--- src/bst_pkg.sv ---
// Constants, types and decode helpers for the test port
package bst_pkg;

   ////////////////////////////////////////////////////////////////////////////
   // Widths
   localparam int BST_IR_W    = 3;
   localparam int BST_ID_W    = 32;
   localparam int BST_SITES   = 8;               // I/O sites with a boundary cell
   localparam int BST_CELL_W  = 2;               // Stages per site
   localparam int BST_CHAIN_W = BST_SITES * BST_CELL_W;
   localparam int BST_SYNC_W  = 4;               // Synchronised port pins
   localparam int BST_PINS    = 5;               // Shared test-port pins
   localparam int BST_BUF_D   = 2;               // Update buffer depth

   ////////////////////////////////////////////////////////////////////////////
   // Shared pin positions
   localparam int BST_PIN_TCK  = 0;
   localparam int BST_PIN_TMS  = 1;
   localparam int BST_PIN_TDI  = 2;
   localparam int BST_PIN_TRST = 3;
   localparam int BST_PIN_TDO  = 4;

   ////////////////////////////////////////////////////////////////////////////
   // Chain layout: site i holds value at 2i, enable at 2i+1
   localparam int BST_CELL_DATA = 0;
   localparam int BST_CELL_EN   = 1;

   ////////////////////////////////////////////////////////////////////////////
   // Instruction codes
   localparam logic [BST_IR_W-1:0] BST_IR_EXTEST  = 3'h0;
   localparam logic [BST_IR_W-1:0] BST_IR_INTEST  = 3'h1;
   localparam logic [BST_IR_W-1:0] BST_IR_SAMPLE  = 3'h2;
   localparam logic [BST_IR_W-1:0] BST_IR_IDCODE  = 3'h4;
   localparam logic [BST_IR_W-1:0] BST_IR_BYPASS  = 3'h7;
   localparam logic [BST_IR_W-1:0] BST_IR_CAPTURE = 3'h1;   // Low two bits 01

   ////////////////////////////////////////////////////////////////////////////
   // Identification register fields
   localparam int BST_ID_MFR_W  = 12;            // Bits 0..11
   localparam int BST_ID_ARR_W  = 10;            // Bits 12..21
   localparam int BST_ID_PROD_W = 6;             // Bits 22..27
   localparam int BST_ID_VER_W  = 4;             // Bits 28..31

   ////////////////////////////////////////////////////////////////////////////
   // Types
   typedef enum logic [1:0] {
      BST_SEL_CHAIN,
      BST_SEL_ID,
      BST_SEL_BYPASS
   } bst_dsel_t;

   typedef enum logic [3:0] {
      BST_TLR, BST_RTI,
      BST_SEL_DR, BST_CAP_DR, BST_SH_DR, BST_EX1_DR, BST_PA_DR, BST_EX2_DR, BST_UPD_DR,
      BST_SEL_IR, BST_CAP_IR, BST_SH_IR, BST_EX1_IR, BST_PA_IR, BST_EX2_IR, BST_UPD_IR
   } bst_tap_t;

   typedef struct packed {
      logic [BST_SITES-1:0] pin_in;              // Level seen at each pad
      logic [BST_SITES-1:0] core_out;            // Core value for each pad
      logic [BST_SITES-1:0] core_oe;             // Core enable for each pad
   } bst_site_t;

   typedef struct packed {
      logic [BST_SITES-1:0] en;
      logic [BST_SITES-1:0] data;
   } bst_upd_t;

   ////////////////////////////////////////////////////////////////////////////
   // Data path for an instruction; unlisted codes act as bypass
   function automatic bst_dsel_t bst_decode(input logic [BST_IR_W-1:0] ir);
      bst_dsel_t sel;
      unique case (ir)
         BST_IR_EXTEST, BST_IR_INTEST, BST_IR_SAMPLE : sel = BST_SEL_CHAIN;
         BST_IR_IDCODE                               : sel = BST_SEL_ID;
         default                                     : sel = BST_SEL_BYPASS;
      endcase
      return sel;
   endfunction

   // Next controller state for one rising test-clock edge
   function automatic bst_tap_t bst_tap_next(input bst_tap_t s, input logic tms);
      bst_tap_t n;
      unique case (s)
         BST_TLR    : n = tms ? BST_TLR    : BST_RTI;
         BST_RTI    : n = tms ? BST_SEL_DR : BST_RTI;
         BST_SEL_DR : n = tms ? BST_SEL_IR : BST_CAP_DR;
         BST_CAP_DR : n = tms ? BST_EX1_DR : BST_SH_DR;
         BST_SH_DR  : n = tms ? BST_EX1_DR : BST_SH_DR;
         BST_EX1_DR : n = tms ? BST_UPD_DR : BST_PA_DR;
         BST_PA_DR  : n = tms ? BST_EX2_DR : BST_PA_DR;
         BST_EX2_DR : n = tms ? BST_UPD_DR : BST_SH_DR;
         BST_UPD_DR : n = tms ? BST_SEL_DR : BST_RTI;
         BST_SEL_IR : n = tms ? BST_TLR    : BST_CAP_IR;
         BST_CAP_IR : n = tms ? BST_EX1_IR : BST_SH_IR;
         BST_SH_IR  : n = tms ? BST_EX1_IR : BST_SH_IR;
         BST_EX1_IR : n = tms ? BST_UPD_IR : BST_PA_IR;
         BST_PA_IR  : n = tms ? BST_EX2_IR : BST_PA_IR;
         BST_EX2_IR : n = tms ? BST_UPD_IR : BST_SH_IR;
         BST_UPD_IR : n = tms ? BST_SEL_DR : BST_RTI;
      endcase
      return n;
   endfunction

endpackage

--- src/bst_chain.sv ---
// Boundary chain: two stages per I/O site, pad inputs synchronised
`timescale 1ns/1ps
module bst_chain (
   // Clock and reset
   input  wire logic                            clk,
   input  wire logic                            rst_b,
   // Site levels
   input  wire bst_pkg::bst_site_t              site,
   // Control from the controller
   input  wire logic                            capture,
   input  wire logic                            shift,
   input  wire logic                            intest,
   // Serial path
   input  wire logic                            serial_in,
   output logic                                 serial_out,
   output logic [bst_pkg::BST_CHAIN_W-1:0]      chain
);

   localparam int N = bst_pkg::BST_SITES;
   localparam int W = bst_pkg::BST_CHAIN_W;

   typedef struct packed {
      logic [N-1:0] s1;
      logic [N-1:0] s2;
      logic [N-1:0] s3;
      logic [N-1:0] pin;
      logic [W-1:0] sr;
   } bst_chain_state_t;

   bst_chain_state_t st_reg;
   bst_chain_state_t st_next;
   logic [W-1:0]     cap_word;
   logic [N-1:0]     agree;

   // Pad level counts once stages two and three agree
   assign agree = ~(st_reg.s2 ^ st_reg.s3);

   // Per site: capture word in, grouped update word out
   genvar i;
   generate
      for (i = 0; i < N; i++) begin : g_site
         assign cap_word[i*bst_pkg::BST_CELL_W + bst_pkg::BST_CELL_DATA] =
            intest ? site.core_out[i] : st_reg.pin[i];
         assign cap_word[i*bst_pkg::BST_CELL_W + bst_pkg::BST_CELL_EN] = site.core_oe[i];
         assign chain[i]     = st_reg.sr[i*bst_pkg::BST_CELL_W + bst_pkg::BST_CELL_DATA];
         assign chain[N + i] = st_reg.sr[i*bst_pkg::BST_CELL_W + bst_pkg::BST_CELL_EN];
      end
   endgenerate

   assign serial_out = st_reg.sr[0];

   // Synchronisers, capture and shift; shift moves one stage, two per site
   always_comb begin
      st_next     = st_reg;
      st_next.s1  = site.pin_in;
      st_next.s2  = st_reg.s1;
      st_next.s3  = st_reg.s2;
      st_next.pin = (agree & st_reg.s3) | (~agree & st_reg.pin);
      if (capture) begin
         st_next.sr = cap_word;
      end else if (shift) begin
         st_next.sr = {serial_in, st_reg.sr[W-1:1]};
      end
   end

   // State register
   always_ff @(posedge clk or negedge rst_b) begin
      if (!rst_b) begin
         st_reg <= '0;
      end else begin
         st_reg <= st_next;
      end
   end

endmodule

--- src/bst_tap.sv ---
// Boundary-scan test port: controller, instruction, bypass, identity, chain
//
// Contract
// - Five test pins shared with user signals
// - Pins return to user I/O when disabled
// - Capture, shift and update follow the test clock; buffered words reach the pads on upd_ready in external test only
// - Sixteen-state synchronous port controller
// - Three-bit serial instruction register, decoded
// - Codes select chain, identity or bypass
// - External test drives and observes pins
// - Internal test stimulates and captures core
// - Sample captures pins without disturbing them
// - Identity code shifts out on output
// - Bypass passes data through one stage
// - Bypass register is one bit
// - Identity is 32 bits, four fields
// - Chain shifts on clock while selected
// - Chain runs through sites to output
// - Two stages per site: value, enable
// - Data moves one site per two shifts
// - Test pins themselves carry no cell
`timescale 1ns/1ps
module bst_tap #(
   // Identity fields; values are arbitrary
   parameter logic [bst_pkg::BST_ID_MFR_W-1:0]  ID_MFR  = 12'h0A5,
   parameter logic [bst_pkg::BST_ID_ARR_W-1:0]  ID_ARR  = 10'h001,
   parameter logic [bst_pkg::BST_ID_PROD_W-1:0] ID_PROD = 6'h01,
   parameter logic [bst_pkg::BST_ID_VER_W-1:0]  ID_VER  = 4'h1
) (
   // Clock and reset
   input  wire logic                           clk,
   input  wire logic                           rst_b,
   // Shared test-port pins
   input  wire logic [bst_pkg::BST_PINS-1:0]   pin_in,
   output logic      [bst_pkg::BST_PINS-1:0]   pin_out,
   output logic      [bst_pkg::BST_PINS-1:0]   pin_oe,
   // Pin reuse control
   input  wire logic                           test_pins_enable,
   // User side of the shared pins
   input  wire logic [bst_pkg::BST_PINS-1:0]   user_out,
   input  wire logic [bst_pkg::BST_PINS-1:0]   user_oe,
   output logic      [bst_pkg::BST_PINS-1:0]   user_in,
   // I/O sites
   input  wire bst_pkg::bst_site_t             site,
   output logic      [bst_pkg::BST_SITES-1:0]  pad_out,
   output logic      [bst_pkg::BST_SITES-1:0]  pad_oe,
   output logic      [bst_pkg::BST_SITES-1:0]  core_in,
   // Update word stream
   output logic                                upd_valid,
   input  wire logic                           upd_ready,
   output bst_pkg::bst_upd_t                   upd_data,
   output logic                                upd_space,
   // Status
   output logic                                tap_reset_active,
   output logic                                ir_path_select,
   output logic      [bst_pkg::BST_IR_W-1:0]   instr
);

   localparam int SW = bst_pkg::BST_SYNC_W;
   localparam int CW = bst_pkg::BST_CHAIN_W;
   localparam logic [bst_pkg::BST_ID_W-1:0] ID_CODE = {ID_VER, ID_PROD, ID_ARR, ID_MFR};

   typedef struct packed {
      logic [SW-1:0]                  s1;
      logic [SW-1:0]                  s2;
      logic [SW-1:0]                  s3;
      logic [SW-1:0]                  filt;
      bst_pkg::bst_tap_t              tap;
      logic [bst_pkg::BST_IR_W-1:0]   ir_sh;
      logic [bst_pkg::BST_IR_W-1:0]   ir_act;
      logic                           bypass;
      logic [bst_pkg::BST_ID_W-1:0]   id_sh;
      logic                           tdo;
      logic                           tdo_oe;
      bst_pkg::bst_upd_t              applied;
      logic [bst_pkg::BST_SITES-1:0]  pad_out;
      logic [bst_pkg::BST_SITES-1:0]  pad_oe;
      logic [bst_pkg::BST_SITES-1:0]  core_in;
   } bst_tap_state_t;

   bst_tap_state_t     st_reg;
   bst_tap_state_t     st_next;
   logic [SW-1:0]      agree;
   logic [SW-1:0]      lvl;
   logic               tck_rise;
   logic               tck_fall;
   logic               test_reset;
   bst_pkg::bst_dsel_t dsel;
   logic               is_extest;
   logic               is_intest;
   logic               dr_shift_clock;
   logic               dr_shift_select;
   logic               dr_update_strobe;
   logic               ir_shift_clock;
   logic               ir_shift_select;
   logic               ir_update_strobe;
   logic               chain_sel;
   logic               chain_out;
   logic [CW-1:0]      chain_word;
   logic               buf_in_ready;
   logic               buf_out_valid;
   bst_pkg::bst_upd_t  buf_out_data;
   logic               dr_serial;

   ////////////////////////////////////////////////////////////////////////////
   // Pin sampling

   // A level counts once stages two and three agree
   assign agree = ~(st_reg.s2 ^ st_reg.s3);
   assign lvl   = (agree & st_reg.s3) | (~agree & st_reg.filt);

   // Test-clock edges found by the system clock
   assign tck_rise = lvl[bst_pkg::BST_PIN_TCK] & ~st_reg.filt[bst_pkg::BST_PIN_TCK];
   assign tck_fall = ~lvl[bst_pkg::BST_PIN_TCK] & st_reg.filt[bst_pkg::BST_PIN_TCK];

   // User mode holds the controller in reset
   assign test_reset = ~lvl[bst_pkg::BST_PIN_TRST] | ~test_pins_enable;

   ////////////////////////////////////////////////////////////////////////////
   // Instruction decode and controller strobes

   assign dsel      = bst_pkg::bst_decode(st_reg.ir_act);
   assign chain_sel = (dsel == bst_pkg::BST_SEL_CHAIN);
   assign is_extest = (st_reg.ir_act == bst_pkg::BST_IR_EXTEST);
   assign is_intest = (st_reg.ir_act == bst_pkg::BST_IR_INTEST);

   assign dr_shift_select  = (st_reg.tap == bst_pkg::BST_SH_DR);
   assign ir_shift_select  = (st_reg.tap == bst_pkg::BST_SH_IR);
   assign dr_shift_clock   = tck_rise & ~test_reset &
                             (dr_shift_select | (st_reg.tap == bst_pkg::BST_CAP_DR));
   assign ir_shift_clock   = tck_rise & ~test_reset &
                             (ir_shift_select | (st_reg.tap == bst_pkg::BST_CAP_IR));
   assign dr_update_strobe = tck_fall & ~test_reset & (st_reg.tap == bst_pkg::BST_UPD_DR);
   assign ir_update_strobe = tck_fall & ~test_reset & (st_reg.tap == bst_pkg::BST_UPD_IR);

   assign tap_reset_active = (st_reg.tap == bst_pkg::BST_TLR);
   assign ir_path_select   = (st_reg.tap >= bst_pkg::BST_SEL_IR);
   assign instr            = st_reg.ir_act;

   // Serial source of the data path in use
   always_comb begin
      unique case (dsel)
         bst_pkg::BST_SEL_CHAIN : dr_serial = chain_out;
         bst_pkg::BST_SEL_ID    : dr_serial = st_reg.id_sh[0];
         default                : dr_serial = st_reg.bypass;
      endcase
   end

   ////////////////////////////////////////////////////////////////////////////
   // Boundary chain; the port pins have no cell

   bst_chain u_chain (
      .clk        (clk),
      .rst_b      (rst_b),
      .site       (site),
      .capture    (dr_shift_clock & ~dr_shift_select & chain_sel),
      .shift      (dr_shift_clock & dr_shift_select & chain_sel),
      .intest     (is_intest),
      .serial_in  (lvl[bst_pkg::BST_PIN_TDI]),
      .serial_out (chain_out),
      .chain      (chain_word)
   );

   ////////////////////////////////////////////////////////////////////////////
   // Update words: two entries absorb a pad-ring stall

   bst_upd_buf #(
      .WIDTH (CW),
      .DEPTH (bst_pkg::BST_BUF_D)
   ) u_buf (
      .clk       (clk),
      .rst_b     (rst_b),
      .in_valid  (dr_update_strobe & chain_sel),
      .in_ready  (buf_in_ready),
      .in_data   (chain_word),
      .out_valid (buf_out_valid),
      .out_ready (upd_ready),
      .out_data  (buf_out_data)
   );

   assign upd_valid = buf_out_valid;
   assign upd_data  = buf_out_data;
   assign upd_space = buf_in_ready;

   ////////////////////////////////////////////////////////////////////////////
   // Controller, registers and serial output
   always_comb begin
      st_next      = st_reg;
      st_next.s1   = pin_in[SW-1:0];
      st_next.s2   = st_reg.s1;
      st_next.s3   = st_reg.s2;
      st_next.filt = lvl;

      if (test_reset) begin
         // Reset state, identity path selected
         st_next.tap    = bst_pkg::BST_TLR;
         st_next.ir_act = bst_pkg::BST_IR_IDCODE;
         st_next.tdo_oe = 1'b0;
      end else begin
         // Rising edge: capture or shift, then step the controller
         if (tck_rise) begin
            unique case (st_reg.tap)
               bst_pkg::BST_TLR : begin
                  st_next.ir_act = bst_pkg::BST_IR_IDCODE;
               end
               bst_pkg::BST_CAP_IR : begin
                  st_next.ir_sh = bst_pkg::BST_IR_CAPTURE;
               end
               bst_pkg::BST_SH_IR : begin
                  st_next.ir_sh = {lvl[bst_pkg::BST_PIN_TDI], st_reg.ir_sh[bst_pkg::BST_IR_W-1:1]};
               end
               bst_pkg::BST_CAP_DR : begin
                  st_next.bypass = 1'b0;
                  st_next.id_sh  = ID_CODE;
               end
               bst_pkg::BST_SH_DR : begin
                  if (dsel == bst_pkg::BST_SEL_ID) begin
                     st_next.id_sh = {lvl[bst_pkg::BST_PIN_TDI], st_reg.id_sh[bst_pkg::BST_ID_W-1:1]};
                  end else if (dsel == bst_pkg::BST_SEL_BYPASS) begin
                     st_next.bypass = lvl[bst_pkg::BST_PIN_TDI];
                  end
               end
               default : begin
               end
            endcase
            st_next.tap = bst_pkg::bst_tap_next(st_reg.tap, lvl[bst_pkg::BST_PIN_TMS]);
         end

         // Falling edge: output changes, instruction takes effect
         if (tck_fall) begin
            st_next.tdo_oe = ir_shift_select | dr_shift_select;
            if (ir_shift_select) begin
               st_next.tdo = st_reg.ir_sh[0];
            end else if (dr_shift_select) begin
               st_next.tdo = dr_serial;
            end
            if (ir_update_strobe) begin
               st_next.ir_act = st_reg.ir_sh;
            end
         end
      end

      // Applied values follow each word taken
      if (buf_out_valid && upd_ready) begin
         st_next.applied = buf_out_data;
      end

      // Pad and core muxing; sample leaves the normal path untouched
      st_next.pad_out = is_extest ? st_reg.applied.data : site.core_out;
      st_next.pad_oe  = is_extest ? st_reg.applied.en : site.core_oe;
      st_next.core_in = is_intest ? st_reg.applied.data : site.pin_in;
   end

   // State register
   always_ff @(posedge clk or negedge rst_b) begin
      if (!rst_b) begin
         st_reg        <= '0;
         st_reg.tap    <= bst_pkg::BST_TLR;
         st_reg.ir_act <= bst_pkg::BST_IR_IDCODE;
         {st_reg.s1, st_reg.s2, st_reg.s3, st_reg.filt} <= '1;  // Pins idle high: no false edge
      end else begin
         st_reg <= st_next;
      end
   end

   ////////////////////////////////////////////////////////////////////////////
   // Shared pins: test port or user I/O
   always_comb begin
      pin_out = user_out;
      pin_oe  = user_oe;
      if (test_pins_enable) begin
         pin_out = '0;
         pin_oe  = '0;
         pin_out[bst_pkg::BST_PIN_TDO] = st_reg.tdo;
         pin_oe[bst_pkg::BST_PIN_TDO]  = st_reg.tdo_oe;
      end
   end

   // User logic always sees the pins
   assign user_in = pin_in;

   assign pad_out = st_reg.pad_out;
   assign pad_oe  = st_reg.pad_oe;
   assign core_in = st_reg.core_in;

endmodule

--- src/bst_upd_buf.sv ---
// Two-entry valid/ready buffer for boundary update words
`timescale 1ns/1ps
module bst_upd_buf #(
   parameter int WIDTH = bst_pkg::BST_CHAIN_W,
   parameter int DEPTH = bst_pkg::BST_BUF_D
) (
   // Clock and reset
   input  wire logic             clk,
   input  wire logic             rst_b,
   // Fill side
   input  wire logic             in_valid,
   output logic                  in_ready,
   input  wire logic [WIDTH-1:0] in_data,
   // Drain side
   output logic                  out_valid,
   input  wire logic             out_ready,
   output logic      [WIDTH-1:0] out_data
);

   localparam int PW = (DEPTH > 1) ? $clog2(DEPTH) : 1;
   localparam int CW = $clog2(DEPTH + 1);
   localparam logic [PW-1:0] PTR_LAST = PW'(DEPTH - 1);
   localparam logic [CW-1:0] CNT_FULL = CW'(DEPTH);

   typedef struct packed {
      logic [DEPTH-1:0][WIDTH-1:0] mem;
      logic [PW-1:0]               wptr;
      logic [PW-1:0]               rptr;
      logic [CW-1:0]               count;
   } bst_buf_state_t;

   bst_buf_state_t st_reg;
   bst_buf_state_t st_next;
   logic           push;
   logic           pop;

   // Full refuses, empty shows nothing
   assign in_ready  = (st_reg.count != CNT_FULL);
   assign out_valid = (st_reg.count != '0);
   assign out_data  = st_reg.mem[st_reg.rptr];
   assign push      = in_valid & in_ready;
   assign pop       = out_valid & out_ready;

   // Pointer and count update
   always_comb begin
      st_next = st_reg;
      if (push) begin
         st_next.mem[st_reg.wptr] = in_data;
         st_next.wptr = (st_reg.wptr == PTR_LAST) ? '0 : st_reg.wptr + PW'(1);
      end
      if (pop) begin
         st_next.rptr = (st_reg.rptr == PTR_LAST) ? '0 : st_reg.rptr + PW'(1);
      end
      if (push && !pop) begin
         st_next.count = st_reg.count + CW'(1);
      end else if (pop && !push) begin
         st_next.count = st_reg.count - CW'(1);
      end
   end

   // State register
   always_ff @(posedge clk or negedge rst_b) begin
      if (!rst_b) begin
         st_reg <= '0;
      end else begin
         st_reg <= st_next;
      end
   end

endmodule

--- config.mk ---
export PLATFORM = sky130hd
export DESIGN_NAME = bst_tap
export DESIGN_NICKNAME = d
export VERILOG_FILES = /design/src/bst_pkg.sv /design/src/bst_chain.sv /design/src/bst_tap.sv /design/src/bst_upd_buf.sv
export SDC_FILE = /design/constraint.sdc
export NUM_CORES = 1
export LEC_CHECK = 0
export BUFFER_PORTS_ARGS = -buffer_cell sky130_fd_sc_hd__buf_2
export CELL_PAD_IN_SITES_DETAIL_PLACEMENT = 0
export CELL_PAD_IN_SITES_GLOBAL_PLACEMENT = 2
export CORE_UTILIZATION = 36
export CTS_CLUSTER_SIZE = 10
export DETAILED_ROUTE_END_ITERATION = 16
export PLACE_DENSITY = 0.85
export SYNTH_ARGS = -nofsm -noshare
export SYNTH_HDL_FRONTEND = slang
export SYNTH_SLANG_ARGS = --single-unit
--- constraint.sdc ---
create_clock -name clk -period 1.9 [get_ports clk]
set_input_delay 0.57 -clock clk [delete_from_list [all_inputs] [get_ports clk]]
set_output_delay 0.57 -clock clk [all_outputs]
set_load 0.02 [all_outputs]
======== Word level (Yosys, flattened, before mapping) ========
Index checks and enable logic that the tools add are counted.
cells by class
  add/sub/neg operators ................... 4
  magnitude comparators ................... 4
  equality and inequality tests ........... 24
  multiplexer cells ....................... 54
  bitwise logic cells ..................... 35
  reductions and logical operators ........ 25
operators with widths
  cell                                                  count
  2-to-1 mux 16 bit                                     5
  case mux 33 bit (2 select lines)                      1
  case mux 4 bit (12 select lines)                      1
  2-to-1 mux 43 bit                                     1
  bitwise mux 32 bit                                    1
  equality test 4 bit (second input constant)           8
  2-to-1 mux 32 bit                                     1
  2-to-1 mux 8 bit                                      3
  2-to-1 mux 4 bit                                      5
  2-to-1 mux 1 bit                                      19
  2-to-1 mux 3 bit                                      6
  bitwise AND 8 bit                                     2
  demux 16 bit (select 1 bit)                           1
  equality test 4 x 3 -> 1 bit (second input constant)  4
  NOT 8 bit                                             2
  nonzero test 2 bit                                    8
  bitwise AND 1 bit                                     14
  2-to-1 mux 2 bit                                      5
  2-to-1 mux 5 bit                                      2
  bitwise AND 4 bit                                     2
  equality test 4 x 2 -> 1 bit (second input constant)  2
  NOT 4 bit                                             2
  bitwise OR 8 bit                                      1
  bitwise XOR 8 bit                                     1
  31 further kinds                                      49
word-level totals
  register bits ........................... 185
  input bits .............................. 43
  output and inout port bits .............. 62
  word-level logic and storage cells ...... 172

======== Logic depth before layout (Yosys ltp) ========
  depth in word-level cells ............... 16
  mapped depth ............................ 8

======== Modules after synthesis ========
Synthesis repeated with hierarchy kept, for this count alone.
second synthesis, totals
  cells, all modules ...................... 591
  area total of the unflattened synthesis .. 8,036.5 um^2
by module, submodules not included
  module       instances  cells each  area an instance (um^2)  seq. area each (um^2)
  bst_tap      1          362         4,498.1                  2,548.7
  bst_chain    1          126         1,843.0                  1,201.2
  bst_upd_buf  1          103         1,695.4                  900.9

======== Worst setup path after synthesis ========
OpenSTA, ideal clock, no wires.
  path type ............................... flip-flop to output port
  start ................................... reg st_reg[84] in the netlist's numbering
  end ..................................... out tap_reset_active
  arrival ................................. 1,545 ps
  path slack .............................. -215 ps
  cell stages (with the launch flop) ...... 3
  buffers on the path ..................... 1
  cell sequence ........................... dfrtp_1 > clkbuf_1 > nor4_1
on the way
  longest elaborated chain between the ends .. 1
RTL lines
  item                      RTL line        RTL
  start: declaration        bst_tap.sv:81   bst_tap_state_t st_reg;
  start signal: assignment  bst_tap.sv:262  st_reg <= st_next;
  logical NOT 4 bit         bst_tap.sv:136  assign tap_reset_active = (st_reg.tap == bst_pkg::BST_TLR);
  end: declaration          bst_tap.sv:54   output logic tap_reset_active,
No other way between the ends.

==> flow_metrics.py <==
metrics = {
    "status": {
        "status": "complete, but fails checks",
        "violations": "setup timing",
    },
    "placed_design": {
        "post_dp_cell_area_um2": 8930,
        "gp_congestion": 0.838,
        "io_buffers": 102,
        "dp_hpwl_um": 10900,
        "dp_slack_ps": -2.82,
    },
    "min_path": {
        "hold_end": "st_next[93]",
        "whs_path_depth": 1,
        "hold_class": "input port to flip-flop",
        "min-delay-start": "pin_in[0]",
    },
    "worst_setup_path": {
        "critical-path-max-stage-delay_ps": 420,
        "r2r_end": "st_reg[57]",
        "critical_path_class": "flip-flop to primary output",
        "reg2reg_slack_ps": -110,
        "crit_path_start_kind": "flip-flop",
        "crit_buf_inv": 2,
        "r2r-start": "st_reg[84]",
        "crit_family": "flip-flops",
        "worstPathMaxFanout": 8,
        "worst_ep_required_time_ps": 1330,
        "crit_top_cell": "buf_6",
        "crit_arrival_ps": 1500,
        "crit_slowest_cell": "dfrtp_1",
        "rr_worst_depth": 6,
        "cp_cell_sequence": "buf_6 > mux2_4 > buf_6",
        "critPathCaptureType": "primary output",
    },
    "yosys": {
        "ys_top_cells_by_area": "dfrtp_1 (52%), mux2_2 (14%), dfstp_2 (5.6%)",
        "synth_top_area_cell": "dfrtp_1",
        "syn_area_um2": 8020,
        "synth_top_area_frac": 0.524,
        "ys_ff_latch": 185,
        "ys_async_sr_fraction": 1.00,
        "synth_seq_area_share": 0.580,
        "synth_cell_types": 59,
        "ys_top_cells_by_count": "dfrtp_1 (168), mux2_2 (98), nand2_1 (59), buf_4 (33), mux2i_1 (32)",
        "synth-edff-count": 0,
        "yosysMostFrequentCell": "dfrtp_1",
        "syn_avg_cell_area_um2": 13.0,
        "ys_warn_count": 0,
        "syn-num-nets": 661,
        "synthCells": 617,
        "ys.flop_type": "dfrtp_1",
    },
    "finish": {
        "final_net_count": 797,
        "largest_reg_flops": 66,
        "drive_gt1_frac": 0.490,
        "design_area_um2": 10300,
        "syn_to_final_growth_pct": 28.7,
        "antennaDiodeCount": 0,
    },
    "floorplanning": {
        "die_h_um": 151,
        "start_util": 0.367,
        "rows": 54,
        "io_pins": 105,
        "die_x_um": 151,
        "fp.dieArea_um2": 22900,
        "core_area_um2": 21800,
    },
    "drt": {
        "via_per_inst": 4.86,
        "drtPass1Iterations": 4,
        "dr.first_iter.drc_count": 189,
        "ant_nets": 0,
        "wire_per_inst_um": 16.5,
        "drc_errors": 0,
        "vias": 5082,
        "postRouteWirelength_um": 17300,
    },
    "power": {
        "seqPwrFrac": 0.518,
        "p_sw_frac": 0.244,
        "p_sw_mw": 1.92,
        "powerDensity_nw_per_um2": 763,
        "intPower_mw": 5.96,
        "irDropWorstVdd_mv": 0.426,
        "pwr-share-clk": 0.426,
        "combPwrFrac": 0.056,
        "leakage_nw": 5.13,
    },
    "global_routing": {
        "grt_max_degree": 60,
        "grt_pass1_wl_um": 27200,
        "antenna_found_initial": 0,
        "grt_util_all_layers": 0.156,
        "grt_pass1_vias": 5204,
        "grt-ovfl-total": 0,
    },
    "clock_tree": {
        "root_buffer": "clkbuf_16",
        "clock_latency_ps": 430,
        "ctsHtreeMaxLevel": 4,
        "cts.sinks": 185,
        "clkTransAtPathRegs_ps": 70,
        "cts_tree": "done",
        "cts.path.max_buffers": 2,
        "cts_inserted_buffers": 17,
    },
    "flow_run": {
        "cap_violations": 0,
    },
    "sta": {
        "fin_skew_ps": 10.2,
        "tightestPinTransition_ps": 372,
        "rsz0062_at_grt": "true",
        "post-route-period-util": 1.09,
        "finalHoldViolations": 0,
        "max_clock_freq_ghz": 0.482,
        "slew-limit-headroom": 0.751,
        "finalSetupViolations": 71,
        "post-route-min-period_ps": 2070,
        "setup_ws_ps": -175,
        "slew_violations": 0,
    },
}
power by group through the flow:
stage / combinational (mW) / sequential [mW] / clock (mW)
2_1_floorplan: 0.230 / 4.15 / 0
3_3_place_gp: 0.409 / 4.15 / 0
3_5_place_dp: 0.419 / 4.16 / 0
4_1_cts: 0.440 / 4.08 / 3.46
5_1_grt: 0.485 / 4.09 / 3.63
6_report: 0.438 / 4.08 / 3.36
cells by family after synthesis:
| family | Yosys count | synth area share |
|---|---|---|
| AO/OA/AOI/OAI | 44 | 0.0353 |
| adder cells (fa/ha/maj) | 13 | 0.0165 |
| buffers and inverters | 89 | 0.0649 |
| XOR/XNOR | 5 | 0.00546 |
| flip-flops | 185 | 0.580 |
| multiplexers | 152 | 0.213 |
| AND/OR/NAND/NOR | 129 | 0.0847 |
per-layer routing:
layer	part of all wire	global-route usage	up-vias	wire length [um]
li1	-	-	2352	-
met1	0.45	0.203	2586	7860
met2	0.49	0.254	127	8460
met3	0.044	0.0404	17	769
met4	0.012	0.0460	0	205
met5	0	0	-	0
how the worst max path moves through the flow:
| stage | slack [ps] | from | endpoint | depth (start not counted) |
|---|---|---|---|---|
| final | -170 | u_buf.st_reg[2] | upd_data[7] | 3 |
| after global routing | -230 | u_buf.st_reg[2] | upd_data[13] | 3 |
| after CTS | -210 | u_buf.st_reg[2] | upd_data[13] | 3 |
| after detailed placement | -3 | st_reg[85] | u_buf.st_reg[9] | 6 |
| after global placement | 40 | test_pins_enable | u_buf.st_reg[9] | 6 |
| after floorplan | -80 | st_reg[81] | st_reg[47] | 7 |
final cells by class:
| class | count | area, um^2 |
|---|---|---|
| clock buffers | 17 | 425 |
| clock inverters | 15 | 134 |
| fillers | 1935 | 11500 |
| inverters | 27 | 111 |
| multi-input cells | 343 | 3130 |
| flip-flops and latches | 185 | 4650 |
| well taps | 280 | 350 |
| repair buffers | 179 | 1530 |
layout by cell type, fill, tap and decap left out, drive strengths merged, types with 3 or more instances in the layout:
cell,n
dfstp,17
inv,34
or3,4
nand4,3
dfrtp,168
nand3b,4
xnor2,3
a21oi,11
nor3,4
mux2,120
nand2,59
o21ai,16
nor2b,9
mux2i,32
clkinv,6
nand3,7
clkbuf,20
nor2,21
a31oi,4
maj3,12
buf,174
through the flow:
stage / std cells / util / total power, mW / TNS, ps / hold slack, ps
finish: 1046 / 0.473 / 7.88 / -4920 / 241
global route: 1046 / 0.473 / 8.20 / -9740 / 215
CTS: 1030 / 0.457 / 7.98 / -3850 / 221
detailed placement: 979 / 0.409 / 4.58 / -3.25 / 336
global placement: 979 / 0.409 / 4.56 / 0 / 339
floorplan: 617 / - / 4.38 / -1680 / 274
what timing repair did:
action	4_1_cts	5_1_grt
hold buffers	1	0
buffers inserted	16	12
setup endpoints to repair	34	99
hold endpoints to repair	13	0
cloned	2	4
pin swaps	6	11
resized for setup	93	44
Power figures use the tool's default switching activity.
